`config.mk`:
```
export PLATFORM = sky130hd
export DESIGN_NAME = lcfs_supervisor
export DESIGN_NICKNAME = d
export VERILOG_FILES = /design/src/rtl/lcfs_pkg.sv /design/src/rtl/lcfs_deglitch.sv /design/src/rtl/lcfs_supervisor.sv
export VERILOG_INCLUDE_DIRS = /design/src /design/src/rtl
export SDC_FILE = /design/constraint.sdc
export NUM_CORES = 1
export LEC_CHECK = 0
export BUFFER_PORTS_ARGS = -buffer_cell sky130_fd_sc_hd__buf_4
export CELL_PAD_IN_SITES_DETAIL_PLACEMENT = 1
export CELL_PAD_IN_SITES_GLOBAL_PLACEMENT = 2
export CORE_UTILIZATION = 36
export DETAILED_ROUTE_END_ITERATION = 8
export PLACE_DENSITY_LB_ADDON = 0.1
export SKIP_LAST_GASP = 1
export SLEW_MARGIN = 10
export SYNTH_ARGS = -nofsm -noshare
export SYNTH_HDL_FRONTEND = slang
export SYNTH_SLANG_ARGS = --single-unit
export TNS_END_PERCENT = 5
```
`constraint.sdc`:
```
create_clock -name core_clk -period 3.3 [get_ports core_clk]
set_input_delay 0.33 -clock core_clk [delete_from_list [all_inputs] [get_ports core_clk]]
set_output_delay 0.33 -clock core_clk [all_outputs]
set_load 0.02 [all_outputs]
```
`src/rtl/lcfs_cfg.svh`:
```
/*
 * timing constants for the led channel fault supervisor.
 * assumes a 50 mhz core clock; included by bare name.
 */
`ifndef LCFS_CFG_SVH
`define LCFS_CFG_SVH

`define LCFS_CLK_MHZ 50
`define LCFS_PWM_RISE_US 17
`define LCFS_PWM_FALL_US 21
`define LCFS_STARTUP_US 100
`define LCFS_OVERTEMP_US 60
`define LCFS_OPEN_US 125
`define LCFS_GSHORT_US 125
`define LCFS_LSHORT_US 125
`define LCFS_RECOVER_US 16
`define LCFS_PWM_RISE_CYC (`LCFS_PWM_RISE_US * `LCFS_CLK_MHZ)
`define LCFS_PWM_FALL_CYC (`LCFS_PWM_FALL_US * `LCFS_CLK_MHZ)
`define LCFS_STARTUP_CYC (`LCFS_STARTUP_US * `LCFS_CLK_MHZ)
`define LCFS_OVERTEMP_CYC (`LCFS_OVERTEMP_US * `LCFS_CLK_MHZ)
`define LCFS_OPEN_CYC (`LCFS_OPEN_US * `LCFS_CLK_MHZ)
`define LCFS_GSHORT_CYC (`LCFS_GSHORT_US * `LCFS_CLK_MHZ)
`define LCFS_LSHORT_CYC (`LCFS_LSHORT_US * `LCFS_CLK_MHZ)
`define LCFS_RECOVER_CYC (`LCFS_RECOVER_US * `LCFS_CLK_MHZ)
`define LCFS_CNT_W 16

`endif

```
`src/rtl/lcfs_pkg.sv`:
```
/*
 * types shared by the supervisor and its deglitch filter.
 * assumes lcfs_cfg.svh for widths.
 */
`include "lcfs_cfg.svh"
package lcfs_pkg;
	typedef logic [`LCFS_CNT_W-1:0] lcfs_cnt_t;

	typedef enum logic [1:0] {
		LCFS_SLEEP = 2'b00,
		LCFS_START = 2'b01,
		LCFS_RUN = 2'b10
	} lcfs_mode_e;

	// raw comparator levels from the analog front end
	typedef struct packed {
		logic open_assert_level;
		logic open_release_level;
		logic ground_short_assert_level;
		logic ground_short_release_level;
		logic string_short;
		logic overtemp;
	} lcfs_sense_s;

	// confirmed fault flags
	typedef struct packed {
		logic open;
		logic gshort;
		logic lshort;
		logic overtemp;
	} lcfs_fault_s;

	// drive commands to the analog output stage
	typedef struct packed {
		logic main_on;
		logic retry_on;
	} lcfs_drive_s;
endpackage

```
`src/rtl/lcfs_deglitch.sv`:
```
/*
 * one deglitch filter: a fault flag that sets after the set condition
 * holds for set_count cycles and clears after the clear condition holds
 * for clr_count cycles. assumes synchronous level inputs.
 */
`timescale 1ns/1ps
module lcfs_deglitch
	import lcfs_pkg::*;
(
	// clock and reset
	input wire logic core_clk,
	input wire logic sys_rst,
	// control
	input wire logic arm,
	input wire logic set_cond,
	input wire logic restart,
	input wire logic clr_cond,
	input wire lcfs_cnt_t set_count,
	input wire lcfs_cnt_t clr_count,
	// result
	output logic flag
);
	lcfs_cnt_t cnt;
	lcfs_cnt_t next_cnt;
	logic next_flag;

	// count toward set while clear, toward clear while set
	always_comb begin
		next_cnt = cnt;
		next_flag = flag;
		if (!flag) begin
			if (!arm || restart || !set_cond) begin
				next_cnt = '0;
			end else if (cnt + 16'h0001 >= set_count) begin
				next_cnt = '0;
				next_flag = 1'b1;
			end else begin
				next_cnt = cnt + 16'h0001;
			end
		end else begin
			if (!clr_cond) begin
				next_cnt = '0;
			end else if (cnt + 16'h0001 >= clr_count) begin
				next_cnt = '0;
				next_flag = 1'b0;
			end else begin
				next_cnt = cnt + 16'h0001;
			end
		end
	end

	// register state
	always_ff @(posedge core_clk or posedge sys_rst) begin
		if (sys_rst) begin
			cnt <= '0;
			flag <= 1'b0;
		end else begin
			cnt <= next_cnt;
			flag <= next_flag;
		end
	end
endmodule

```
`src/rtl/lcfs_supervisor.sv`:
```
/*
 * digital supervisor of a single-channel linear led driver: enable and
 * pwm gating, start-up timing, fault deglitching, retry and fault bus.
 * assumes all inputs synchronous to core_clk, and sys_rst driven by the
 * supply power-on-reset comparator.
 */
// How it works
// RL1: current starts 17 us after pwm rises, stops 21 us after it falls.
// RL2: overtemperature must hold 60 us before it is acted upon.
// RL3: output current starts 100 us after enable rises.
// RL4: open circuit must hold 125 us before it becomes a fault.
// RL5: ground short must hold 125 us before it becomes a fault.
// RL6: single led short must hold 125 us before it becomes a fault.
// RL7: a fault clears only after its removal holds 16 us.
// RL8: all logic stays reset while the supply reset is high.
// RL9: bus pulled low by others turns output off, minimal current mode.
// RL10: an internal fault sinks the shared fault bus low.
// RL11: enable low means sleep, output off, timers idle; the pwm delay counter still runs in sleep.
// RL12: pwm gates output current and suspends diagnostics while low.
// RL13: diag gate input enables open and single led short checks.
// RL14: short to battery reports through the open circuit path.
// RL15: headroom low for open interval with pwm on sets open fault.
// RL16: headroom above release level restarts the open timer.
// RL17: open retry keeps output on with pwm, retry current without.
// RL18: open recovery returns to normal and releases the fault bus.
// RL19: output low for ground short interval sets fault, sinks bus.
// RL20: output above release level resets the ground short timer.
// RL21: ground short keeps main off, retry current on, ignores pwm.
// RL22: output above release level clears ground short fault.
// RL23: bus low shuts every driver off unless pulled up externally.
// RL24: single led short turns output off and retries with small current.
// RL25: overtemperature keeps output off and bus low until it cools.
// RL26: comparators are synchronous levels, intervals counted in cycles.
`timescale 1ns/1ps
module lcfs_supervisor
	import lcfs_pkg::*;
#(
	parameter lcfs_cnt_t PWM_RISE_CYC = lcfs_cnt_t'(`LCFS_PWM_RISE_CYC),
	parameter lcfs_cnt_t PWM_FALL_CYC = lcfs_cnt_t'(`LCFS_PWM_FALL_CYC),
	parameter lcfs_cnt_t STARTUP_CYC = lcfs_cnt_t'(`LCFS_STARTUP_CYC),
	parameter lcfs_cnt_t OVERTEMP_CYC = lcfs_cnt_t'(`LCFS_OVERTEMP_CYC),
	parameter lcfs_cnt_t OPEN_CYC = lcfs_cnt_t'(`LCFS_OPEN_CYC),
	parameter lcfs_cnt_t GSHORT_CYC = lcfs_cnt_t'(`LCFS_GSHORT_CYC),
	parameter lcfs_cnt_t LSHORT_CYC = lcfs_cnt_t'(`LCFS_LSHORT_CYC),
	parameter lcfs_cnt_t RECOVER_CYC = lcfs_cnt_t'(`LCFS_RECOVER_CYC)
)(
	// clock and power-on reset
	input wire logic core_clk,
	input wire logic sys_rst,
	// control pins
	input wire logic enable_in,
	input wire logic pwm_in,
	input wire logic diag_gate_input,
	// analog comparator levels
	input wire lcfs_sense_s sense,
	// shared fault bus, open drain
	input wire logic fault_bus_in,
	output logic fault_bus_out,
	output logic fault_bus_oe_n,
	// output stage commands and status
	output lcfs_drive_s drive,
	output lcfs_fault_s faults,
	output logic sleep_mode,
	output logic low_iq_mode
);
	lcfs_mode_e mode;
	lcfs_mode_e next_mode;
	lcfs_cnt_t mode_cnt;
	lcfs_cnt_t next_mode_cnt;
	logic pwm_eff;
	logic next_pwm_eff;
	lcfs_cnt_t pwm_cnt;
	lcfs_cnt_t next_pwm_cnt;
	logic pwm_d;
	logic diag_on;
	logic next_diag_on;
	logic chan_on;
	logic diag_active;
	logic flt_open;
	logic flt_gshort;
	logic flt_lshort;
	logic flt_ot;
	logic any_fault;
	logic bus_low;
	lcfs_drive_s next_drive;
	logic next_bus_oe_n;
	logic next_bus_out;
	logic awake;
	logic ext_low;
	logic pwm_edge;
	lcfs_cnt_t pwm_delay;
	logic diag_arm;
	lcfs_fault_s next_faults;
	logic next_sleep_mode;
	logic next_low_iq;

	// enable sequencing: sleep, start-up delay, run
	always_comb begin
		next_mode = mode;
		next_mode_cnt = '0;
		case (mode)
			LCFS_SLEEP: begin
				if (enable_in) begin
					next_mode = LCFS_START;
				end
			end
			LCFS_START: begin
				if (!enable_in) begin
					next_mode = LCFS_SLEEP; // RL11
				end else if (mode_cnt + 16'h0002 >= STARTUP_CYC) begin
					next_mode = LCFS_RUN; // RL3
				end else begin
					next_mode_cnt = mode_cnt + 16'h0001;
				end
			end
			LCFS_RUN: begin
				if (!enable_in) begin
					next_mode = LCFS_SLEEP; // RL11
				end
			end
			default: begin
				next_mode = LCFS_SLEEP;
			end
		endcase
	end

	// register sequencing state
	always_ff @(posedge core_clk or posedge sys_rst) begin
		if (sys_rst) begin // RL8
			mode <= LCFS_SLEEP;
			mode_cnt <= '0;
		end else begin
			mode <= next_mode;
			mode_cnt <= next_mode_cnt;
		end
	end

	// pwm edge and delay selection
	assign pwm_edge = (pwm_in != pwm_d);
	assign pwm_delay = pwm_in ? PWM_RISE_CYC : PWM_FALL_CYC; // RL1

	// delayed pwm: rises 17 us, falls 21 us after the pin changes
	always_comb begin
		next_pwm_eff = pwm_eff;
		next_pwm_cnt = '0;
		if (pwm_in != pwm_eff) begin
			if (pwm_edge) begin
				next_pwm_cnt = '0; // edge restarts delay
			end else if (pwm_cnt + 16'h0002 >= pwm_delay) begin
				next_pwm_eff = pwm_in; // RL1
			end else begin
				next_pwm_cnt = pwm_cnt + 16'h0001;
			end
		end
	end

	// register pwm delay state
	always_ff @(posedge core_clk or posedge sys_rst) begin
		if (sys_rst) begin
			pwm_eff <= 1'b0;
			pwm_cnt <= '0;
			pwm_d <= 1'b0;
		end else begin
			pwm_eff <= next_pwm_eff;
			pwm_cnt <= next_pwm_cnt;
			pwm_d <= pwm_in;
		end
	end

	// diag gate: comparator with hysteresis delivers a level; hold it
	always_comb begin
		next_diag_on = diag_gate_input; // RL13
	end

	// register diag gate level
	always_ff @(posedge core_clk or posedge sys_rst) begin
		if (sys_rst) begin
			diag_on <= 1'b0;
		end else begin
			diag_on <= next_diag_on;
		end
	end

	// channel state qualifiers
	assign chan_on = (mode == LCFS_RUN);
	assign diag_active = chan_on && pwm_in; // RL12
	assign bus_low = !fault_bus_in; // RL23
	assign awake = (mode != LCFS_SLEEP);
	assign ext_low = bus_low && !any_fault; // RL9
	assign diag_arm = diag_active && diag_on; // RL13

	// open circuit, also short to battery: headroom below assert level
	lcfs_deglitch u_open (
		.core_clk(core_clk),
		.sys_rst(sys_rst),
		.arm(diag_arm), // RL15 RL13
		.set_cond(sense.open_assert_level), // RL14
		.restart(sense.open_release_level), // RL16
		.clr_cond(!sense.open_assert_level), // RL18
		.set_count(OPEN_CYC), // RL4
		.clr_count(RECOVER_CYC), // RL7
		.flag(flt_open)
	);

	// ground short: output below assert level while channel is on
	lcfs_deglitch u_gshort (
		.core_clk(core_clk),
		.sys_rst(sys_rst),
		.arm(chan_on), // RL19
		.set_cond(sense.ground_short_assert_level),
		.restart(sense.ground_short_release_level), // RL20
		.clr_cond(sense.ground_short_release_level), // RL22
		.set_count(GSHORT_CYC), // RL5
		.clr_count(RECOVER_CYC), // RL7
		.flag(flt_gshort)
	);

	// single led short, gated by the diag gate
	lcfs_deglitch u_lshort (
		.core_clk(core_clk),
		.sys_rst(sys_rst),
		.arm(diag_arm), // RL13
		.set_cond(sense.string_short),
		.restart(1'b0),
		.clr_cond(!sense.string_short), // RL24
		.set_count(LSHORT_CYC), // RL6
		.clr_count(RECOVER_CYC), // RL7
		.flag(flt_lshort)
	);

	// overtemperature, watched whenever the part is awake
	lcfs_deglitch u_ot (
		.core_clk(core_clk),
		.sys_rst(sys_rst),
		.arm(awake),
		.set_cond(sense.overtemp),
		.restart(1'b0),
		.clr_cond(!sense.overtemp), // RL25
		.set_count(OVERTEMP_CYC), // RL2 RL26
		.clr_count(RECOVER_CYC),
		.flag(flt_ot)
	);

	assign any_fault = flt_open || flt_gshort || flt_lshort || flt_ot;

	// output drive decision, priority: not running (sleep or start-up), overtemp, shorts, open, bus
	always_comb begin
		next_drive = '0;
		next_bus_oe_n = !any_fault; // RL10 RL18
		next_bus_out = 1'b0; // open drain, only ever sinks
		if (!chan_on) begin
			next_drive = '0; // RL11
		end else if (flt_ot) begin
			next_drive = '0; // RL25
		end else if (flt_gshort || flt_lshort) begin
			next_drive.retry_on = 1'b1; // RL21 RL24
		end else if (ext_low) begin
			next_drive = '0; // RL9
		end else if (flt_open) begin
			next_drive.main_on = pwm_eff; // RL17
			next_drive.retry_on = !pwm_eff;
		end else if (bus_low) begin
			next_drive = '0; // RL23
		end else begin
			next_drive.main_on = pwm_eff; // RL12 RL1
		end
	end

	// register drive commands and bus pin
	always_ff @(posedge core_clk or posedge sys_rst) begin
		if (sys_rst) begin
			drive <= '0;
			fault_bus_oe_n <= 1'b1;
			fault_bus_out <= 1'b0;
		end else begin
			drive <= next_drive;
			fault_bus_oe_n <= next_bus_oe_n;
			fault_bus_out <= next_bus_out;
		end
	end

	// status flags for the outside
	always_comb begin
		next_faults.open = flt_open;
		next_faults.gshort = flt_gshort;
		next_faults.lshort = flt_lshort;
		next_faults.overtemp = flt_ot;
		next_sleep_mode = !awake; // RL11
		next_low_iq = ext_low; // RL9
	end

	// register status flags
	always_ff @(posedge core_clk or posedge sys_rst) begin
		if (sys_rst) begin
			faults <= '0;
			sleep_mode <= 1'b1;
			low_iq_mode <= 1'b0;
		end else begin
			faults <= next_faults;
			sleep_mode <= next_sleep_mode;
			low_iq_mode <= next_low_iq;
		end
	end
endmodule

```
==> flow_metrics.tcl, run 1 <==
set metrics [dict create \
    status "finished, final reports clean" \
    nNetsFinal 802 \
    via_per_inst 5.32 \
    syn_area_sq_mm 0.00690 \
    leakagePower_nw 3.19 \
    layout.cells.non_filler 1018 \
    fp.dieH_um 140 \
    ant_nets 0 \
    drive_gt1_share_pct 15.1 \
    place_area_sq_mm 0.00724 \
    drt_iter0_markers 143 \
    clock_path_buffers 2 \
    cts_setup_buffers 0 \
    critPathBufInv 0 \
    synthCells 755 \
    async_flop_share_pct 100 \
    clk_pin_slew_ps 50 \
    synth_edf_count 0 \
    avgRoutedWirePerCell_um 16.3 \
    core_area_sq_mm 0.0188 \
    synthToLayoutAreaGrowth_pct 14.2 \
    finalMaxSlewViolations 0 \
    max_stage_delay_ps 460 \
    design_area_sq_mm 0.00788 \
    maxSlewHeadroom_pct 39.7 \
    synth_flop_cell "dfrtp_1" \
    dp_hpwl_um 11800 \
    layout_commonest_cell "dfrtp_1" \
    drc 0 \
    arrival_ps 3320 \
    critPathRequiredTime_ps 3650 \
    fp.dieW_um 140 \
    ys.warnings.count 0 \
    numCtsBuffers 17 \
    rsz0062_at_grt "no" \
    grt_pass1_vias 5501 \
    cts.htree.levels 4 \
    rows 50 \
    vias 5417 \
    setup_viol 0 \
    synth-seq-cells 114 \
    hold_viol_final 0 \
    dieArea_sq_mm 0.0197 \
    reg2reg_from "pwm_cnt[2]" \
    routabilityCongestion 0.805 \
    setup.worst_path.start_class "register" \
    first_pass_iters 5 \
    grt_overflow_total 0 \
    fin_crit_ps 2970 \
    max_clock_freq_ghz 0.336 \
    grt_use_total_pct 18.2 \
    grt_pass1_wl_um 28300 \
    cp_max_fo 16 \
    fin_setup_tns_ps 0 \
    vdd_drop_max_mv 0.339 \
    hp-class "in2reg" \
    cp-end-kind "register" \
    yosysUniqueCellTypes 80 \
    syn_area_per_cell_sq_um 9.14 \
    crit_family "compound AO/OA/AOI/OAI gates" \
    drv_cap 0 \
    grt_max_degree 47 \
    cts_tree "done" \
    clkLatencyLatePin_ps 420 \
    startpoint "pwm_cnt[2]" \
    grt_antenna_before_repair 1 \
    numPlacedInstances 986 \
    multiInputGateArea_sq_mm 0.00381 \
    num_io_pins 22 \
    wirelength_um 16600 \
    n_antenna_cell 0 \
    final_cell_mix "dfrtp_1, nor2_1, nand2_1" \
    register_area_sq_mm 0.00286 \
    period_share_pct 90.1 \
    hp-start "diag_gate_input" \
    clockRootBuffer "clkbuf_16" \
    fill_cells 2162 \
    fin_util_pct 42.0 \
    crit_top_cell "nor2_1" \
    fin_skew_ps 10.3 \
    power_density_mw_per_mm2 444 \
    cts.repair.resized 0 \
    holdBufCountCts 0 \
    crit_type "reg2reg" \
    crit_slowest_cell "dfrtp_1" \
    ys_seq_area_share_pct 41.4 \
    path_cells "ha_2 > nand4_1 > nor2_1 > xor2_1 > ha_1 > a2111oi_2 > a41oi_1 > a211o_1 > a21o_2 > nor2_1" \
    worst_pin_slew_ps 902 \
    portBuffers 20 \
    cts_sinks 114 \
    start_util_pct 36.8 \
]
cells in the mapped netlist, drive strengths merged (3+ instances only):
| master | n | area share, % |
|---|---|---|
| a31oi | 10 | 0.91 |
| mux2i | 5 | 0.73 |
| clkbuf | 17 | 0.92 |
| and3 | 20 | 1.8 |
| o22a | 4 | 0.51 |
| nand3 | 39 | 2.9 |
| o2111ai | 3 | 0.38 |
| ha | 19 | 3.4 |
| nand4 | 20 | 2.1 |
| o211ai | 8 | 0.94 |
| mux2 | 4 | 0.71 |
| a21o | 3 | 0.33 |
| nand4b | 6 | 0.76 |
| nor4 | 14 | 1.6 |
| or2 | 5 | 0.45 |
| xor2 | 46 | 5.8 |
| a41oi | 4 | 0.51 |
| nor2b | 16 | 1.5 |
| and4 | 4 | 0.51 |
| o22ai | 5 | 0.45 |
| buf | 26 | 2.3 |
| and2 | 7 | 0.63 |
| xnor2 | 33 | 4.2 |
| o21ai | 23 | 1.7 |
| nand2 | 62 | 3.4 |
| a32oi | 4 | 0.51 |
| o31ai | 5 | 0.54 |
| nand2b | 10 | 0.91 |
| nor3 | 21 | 1.7 |
| or3 | 5 | 0.53 |
| dfrtp | 112 | 41 |
| nor2 | 114 | 7.3 |
| inv | 19 | 1.0 |
| a21oi | 20 | 1.5 |
final cells by class:
type	instances	area share, %
clock inverter	9	1.60
sequential	114	36.3
timing repair buffer	27	2.73
tap	234	3.72
clock buffer	23	6.32
inverter	19	0.953
multi-input combinational	592	48.4
power breakdown:
part / internal [mW] / total, mW / leakage [nW] / switching, mW
Sequential: 1.42 / 1.44 / 1.54 / 0.0204
Clock: 1.28 / 1.94 / 0.309 / 0.657
Combinational: 0.0400 / 0.118 / 1.34 / 0.0776
Total: 2.75 / 3.50 / 3.19 / 0.755
worst register-to-register path: cells and delay by family (launching register included):
kind                       cells  cell delay [ps]
xor gates and xnor gates       1              180
adders and majority gates      2              570
DFF                            1              460
AOI/OAI and AO/OA              4             1200
and+or+nand+nor                3              480
stage by stage:
stage / hold slack (ps) / setup WS (ps) / total power, mW
final: 25.3 / 328 / 3.50
after global routing: 2.64 / 115 / 3.65
after CTS: 4.28 / 58.7 / 3.57
after detailed placement: 452 / 82.0 / 1.59
after global placement: 454 / 334 / 1.59
after floorplan: 361 / 495 / 1.54
routing by layer:
layer  track usage (%)  wire [um]  up-vias
met1              23.2       8030     2686
met5                 0         13        -
met4              6.42        217        2
met2              30.3       7950       48
met3              4.17        391       16
li1                  -          -     2665
path summary, 6_finish.rpt:
path / cells after the start / slack (ps) / to
hold reg to reg: 1 / 470 / sleep_mode
max in group asynchronous: 3 / 2310 / mode_cnt[11]
setup / recovery: 10 / 330 / pwm_cnt[12]
setup reg to reg: 10 / 330 / pwm_cnt[12]
hold / removal: 1 / 30 / diag_on
min in group asynchronous: 2 / 90 / pwm_eff
flip-flops by register name, indices dropped and copies added (netlist names), 4 cells and up:
name	flops
u_ot.cnt	16
u_lshort.cnt	16
pwm_cnt	16
faults	4
u_gshort.cnt	16
mode_cnt	16
u_open.cnt	16
logic make-up after synthesis:
group / count (synthesis) / synth area share, %
AND/OR/NAND/NOR: 353 / 27.4
XOR/XNOR: 79 / 10.0
AO/OA/AOI/OAI: 118 / 12.0
multiplexers: 9 / 1.43
other: 1 / 0.0544
buffers and inverters: 62 / 4.26
flip-flops: 114 / 41.4
adder cells (fa/ha/maj): 19 / 3.45
(Power assumes the default switching activity.)
==> run 2, diff against run 1 <==
Settings changed: CAP_MARGIN from default to 20, HOLD_SLACK_MARGIN from default to 0.06.
==> run 2 against run 1 <==
Global-route usage stayed put. Power barely moved. Worst setup slack improved by 1.3 ps. Largest cell class unchanged. Clock power barely moved. Via count is 0.28% lower. Critical path type unchanged. Highest routed layer unchanged.
==> flow_metrics.tcl, run 2 (synthesized netlist as in run 1, its figures left out) <==
set metrics [dict create \
    status "finished, final reports clean" \
    avgRoutedWirePerCell_um 16.2 \
    layout_commonest_cell "dfrtp_1" \
    wirelength_um 16600 \
    drive_gt1_share_pct 15.0 \
    hp-class "in2async" \
    fin_skew_ps 10.8 \
    critPathBufInv 0 \
    cp-end-kind "register" \
    dieArea_sq_mm 0.0197 \
    vias 5402 \
    grt_use_total_pct 18.2 \
    rows 50 \
    crit_type "reg2reg" \
    grt_antenna_before_repair 1 \
    worst_pin_slew_ps 900 \
    synthToLayoutAreaGrowth_pct 14.6 \
    clock_path_buffers 2 \
    setup.worst_path.start_class "register" \
    max_stage_delay_ps 460 \
    core_area_sq_mm 0.0188 \
    register_area_sq_mm 0.00286 \
    period_share_pct 90.0 \
    pwr-share-clk_pct 55.3 \
    grt_max_degree 47 \
    fin_crit_ps 2970 \
    crit_top_cell "nor2_1" \
    design_area_sq_mm 0.00791 \
    n_antenna_cell 0 \
    rrSetupSlack_ps 330 \
    crit_family "compound AO/OA/AOI/OAI gates" \
    dp_hpwl_um 11800 \
    fp.dieH_um 140 \
    max_clock_freq_ghz 0.337 \
    reg2reg_from "pwm_cnt[2]" \
    power_density_mw_per_mm2 443 \
    fill_cells 2161 \
    internal-power_mw 2.75 \
    fin_setup_tns_ps 0 \
    multiInputGateArea_sq_mm 0.00381 \
    setup_viol 0 \
    drt_iter0_markers 151 \
    first_pass_iters 4 \
    maxSlewHeadroom_pct 39.8 \
    ant_nets 0 \
    layout.cells.non_filler 1021 \
    numPlacedInstances 986 \
    total_power_mw 3.50 \
    nNetsFinal 805 \
    grt_overflow_total 0 \
    finalMaxSlewViolations 0 \
    final_cell_mix "dfrtp_1, nor2_1, nand2_1" \
    swShare_pct 21.5 \
    drv_cap 0 \
    hold_viol_final 0 \
    numCtsBuffers 17 \
    cts_sinks 114 \
    clk_pin_slew_ps 60 \
    start_util_pct 36.8 \
    drc 0 \
    rsz0062_at_grt "no" \
    fp.dieW_um 140 \
    path_cells "ha_2 > nand4_1 > nor2_1 > xor2_1 > ha_1 > a2111oi_2 > a41oi_1 > a211o_1 > a21o_2 > nor2_1" \
    crit_slowest_cell "dfrtp_1" \
    r2r_cells 10 \
    arrival_ps 3320 \
    p_comb_share_pct 3.4 \
    clkLatencyLatePin_ps 420 \
    routabilityCongestion 0.805 \
    grt_pass1_wl_um 28300 \
    grt_pass1_vias 5503 \
    cts.htree.levels 4 \
    place_area_sq_mm 0.00724 \
    cts_tree "done" \
    p_switching_uw 755 \
    portBuffers 20 \
    vdd_drop_max_mv 0.339 \
    rr_endpoint "pwm_cnt[12]" \
    cp_max_fo 16 \
    pwr-share-seq_pct 41.2 \
    leakagePower_nw 3.21 \
    critPathRequiredTime_ps 3650 \
    clockRootBuffer "clkbuf_16" \
    via_per_inst 5.29 \
    num_io_pins 22 \
]
## run 2: cell count changes in the layout (fill, tap and decap cells not counted)
cell / delta
dlygate4sd3_1: +3
## run 2: layer usage
layer | up-vias | global-route usage (%) | share of wire (%)
met5 | - | 0 | 0.078
met4 | 2 | 6.42 | 1.3
met3 | 16 | 4.17 | 2.4
met2 | 47 | 30.3 | 48
met1 | 2669 | 23.2 | 48
li1 | 2668 | - | -
## run 2: timing repair
| item | in CTS | in global routing |
|---|---|---|
| endpoints found under the setup margin | 0 | 16 |
| gates resized for setup | 0 | 5 |
| hold endpoints to repair | 3 | 0 |
| hold buffers | 3 | 0 |
| setup buffers | 0 | 0 |
## run 2: through the flow
| step | util [%] | setup WS [ps] | hold WS (ps) |
|---|---|---|---|
| final | 42.1 | 330 | 87.7 |
| after global routing | 42.1 | 115 | 85.2 |
| after CTS | 42.0 | 58.7 | 67.4 |
| after detailed placement | 38.6 | 82.0 | 452 |
| after global placement | 38.6 | 334 | 454 |
| after floorplan | - | 495 | 361 |
## run 2: worst max-delay path by stage
stage / slack [ps] / endpoint / cells past startpoint / from
3_5_place_dp: 80 / pwm_cnt[10] / 10 / pwm_cnt[2]
3_3_place_gp: 330 / pwm_cnt[8] / 10 / pwm_cnt[2]
6_report: 330 / pwm_cnt[12] / 10 / pwm_cnt[2]
4_1_cts: 60 / pwm_cnt[12] / 10 / pwm_cnt[2]
2_1_floorplan: 500 / pwm_cnt[10] / 11 / pwm_cnt[2]
5_1_grt: 110 / pwm_cnt[0] / 10 / pwm_cnt[2]
## run 2: cell type report
class / count / share of cell area, %
Clock buffer: 23 / 6.30
Clock inverter: 9 / 1.60
Inverter: 19 / 0.950
Multi-Input combinational cell: 592 / 48.2
Sequential cell: 114 / 36.1
Tap cell: 234 / 3.70
Timing Repair Buffer: 30 / 3.10
## run 2: power by group through the flow
stage	sequential [mW]	combinational, mW	clock, mW
final	1.44	0.121	1.94
after detailed placement	1.47	0.121	0
after CTS	1.44	0.125	2.01
after global routing	1.45	0.138	2.06
after floorplan	1.47	0.0700	0
after global placement	1.47	0.118	0
## run 2: worst register-to-register path, stage by stage (launching register included)
cell and delay (ps):
dfrtp_1 460, ha_2 300, nand4_1 140, nor2_1 190, xor2_1 180, ha_1 270, a2111oi_2 390, a41oi_1 150
a211o_1 330, a21o_2 330, nor2_1 150
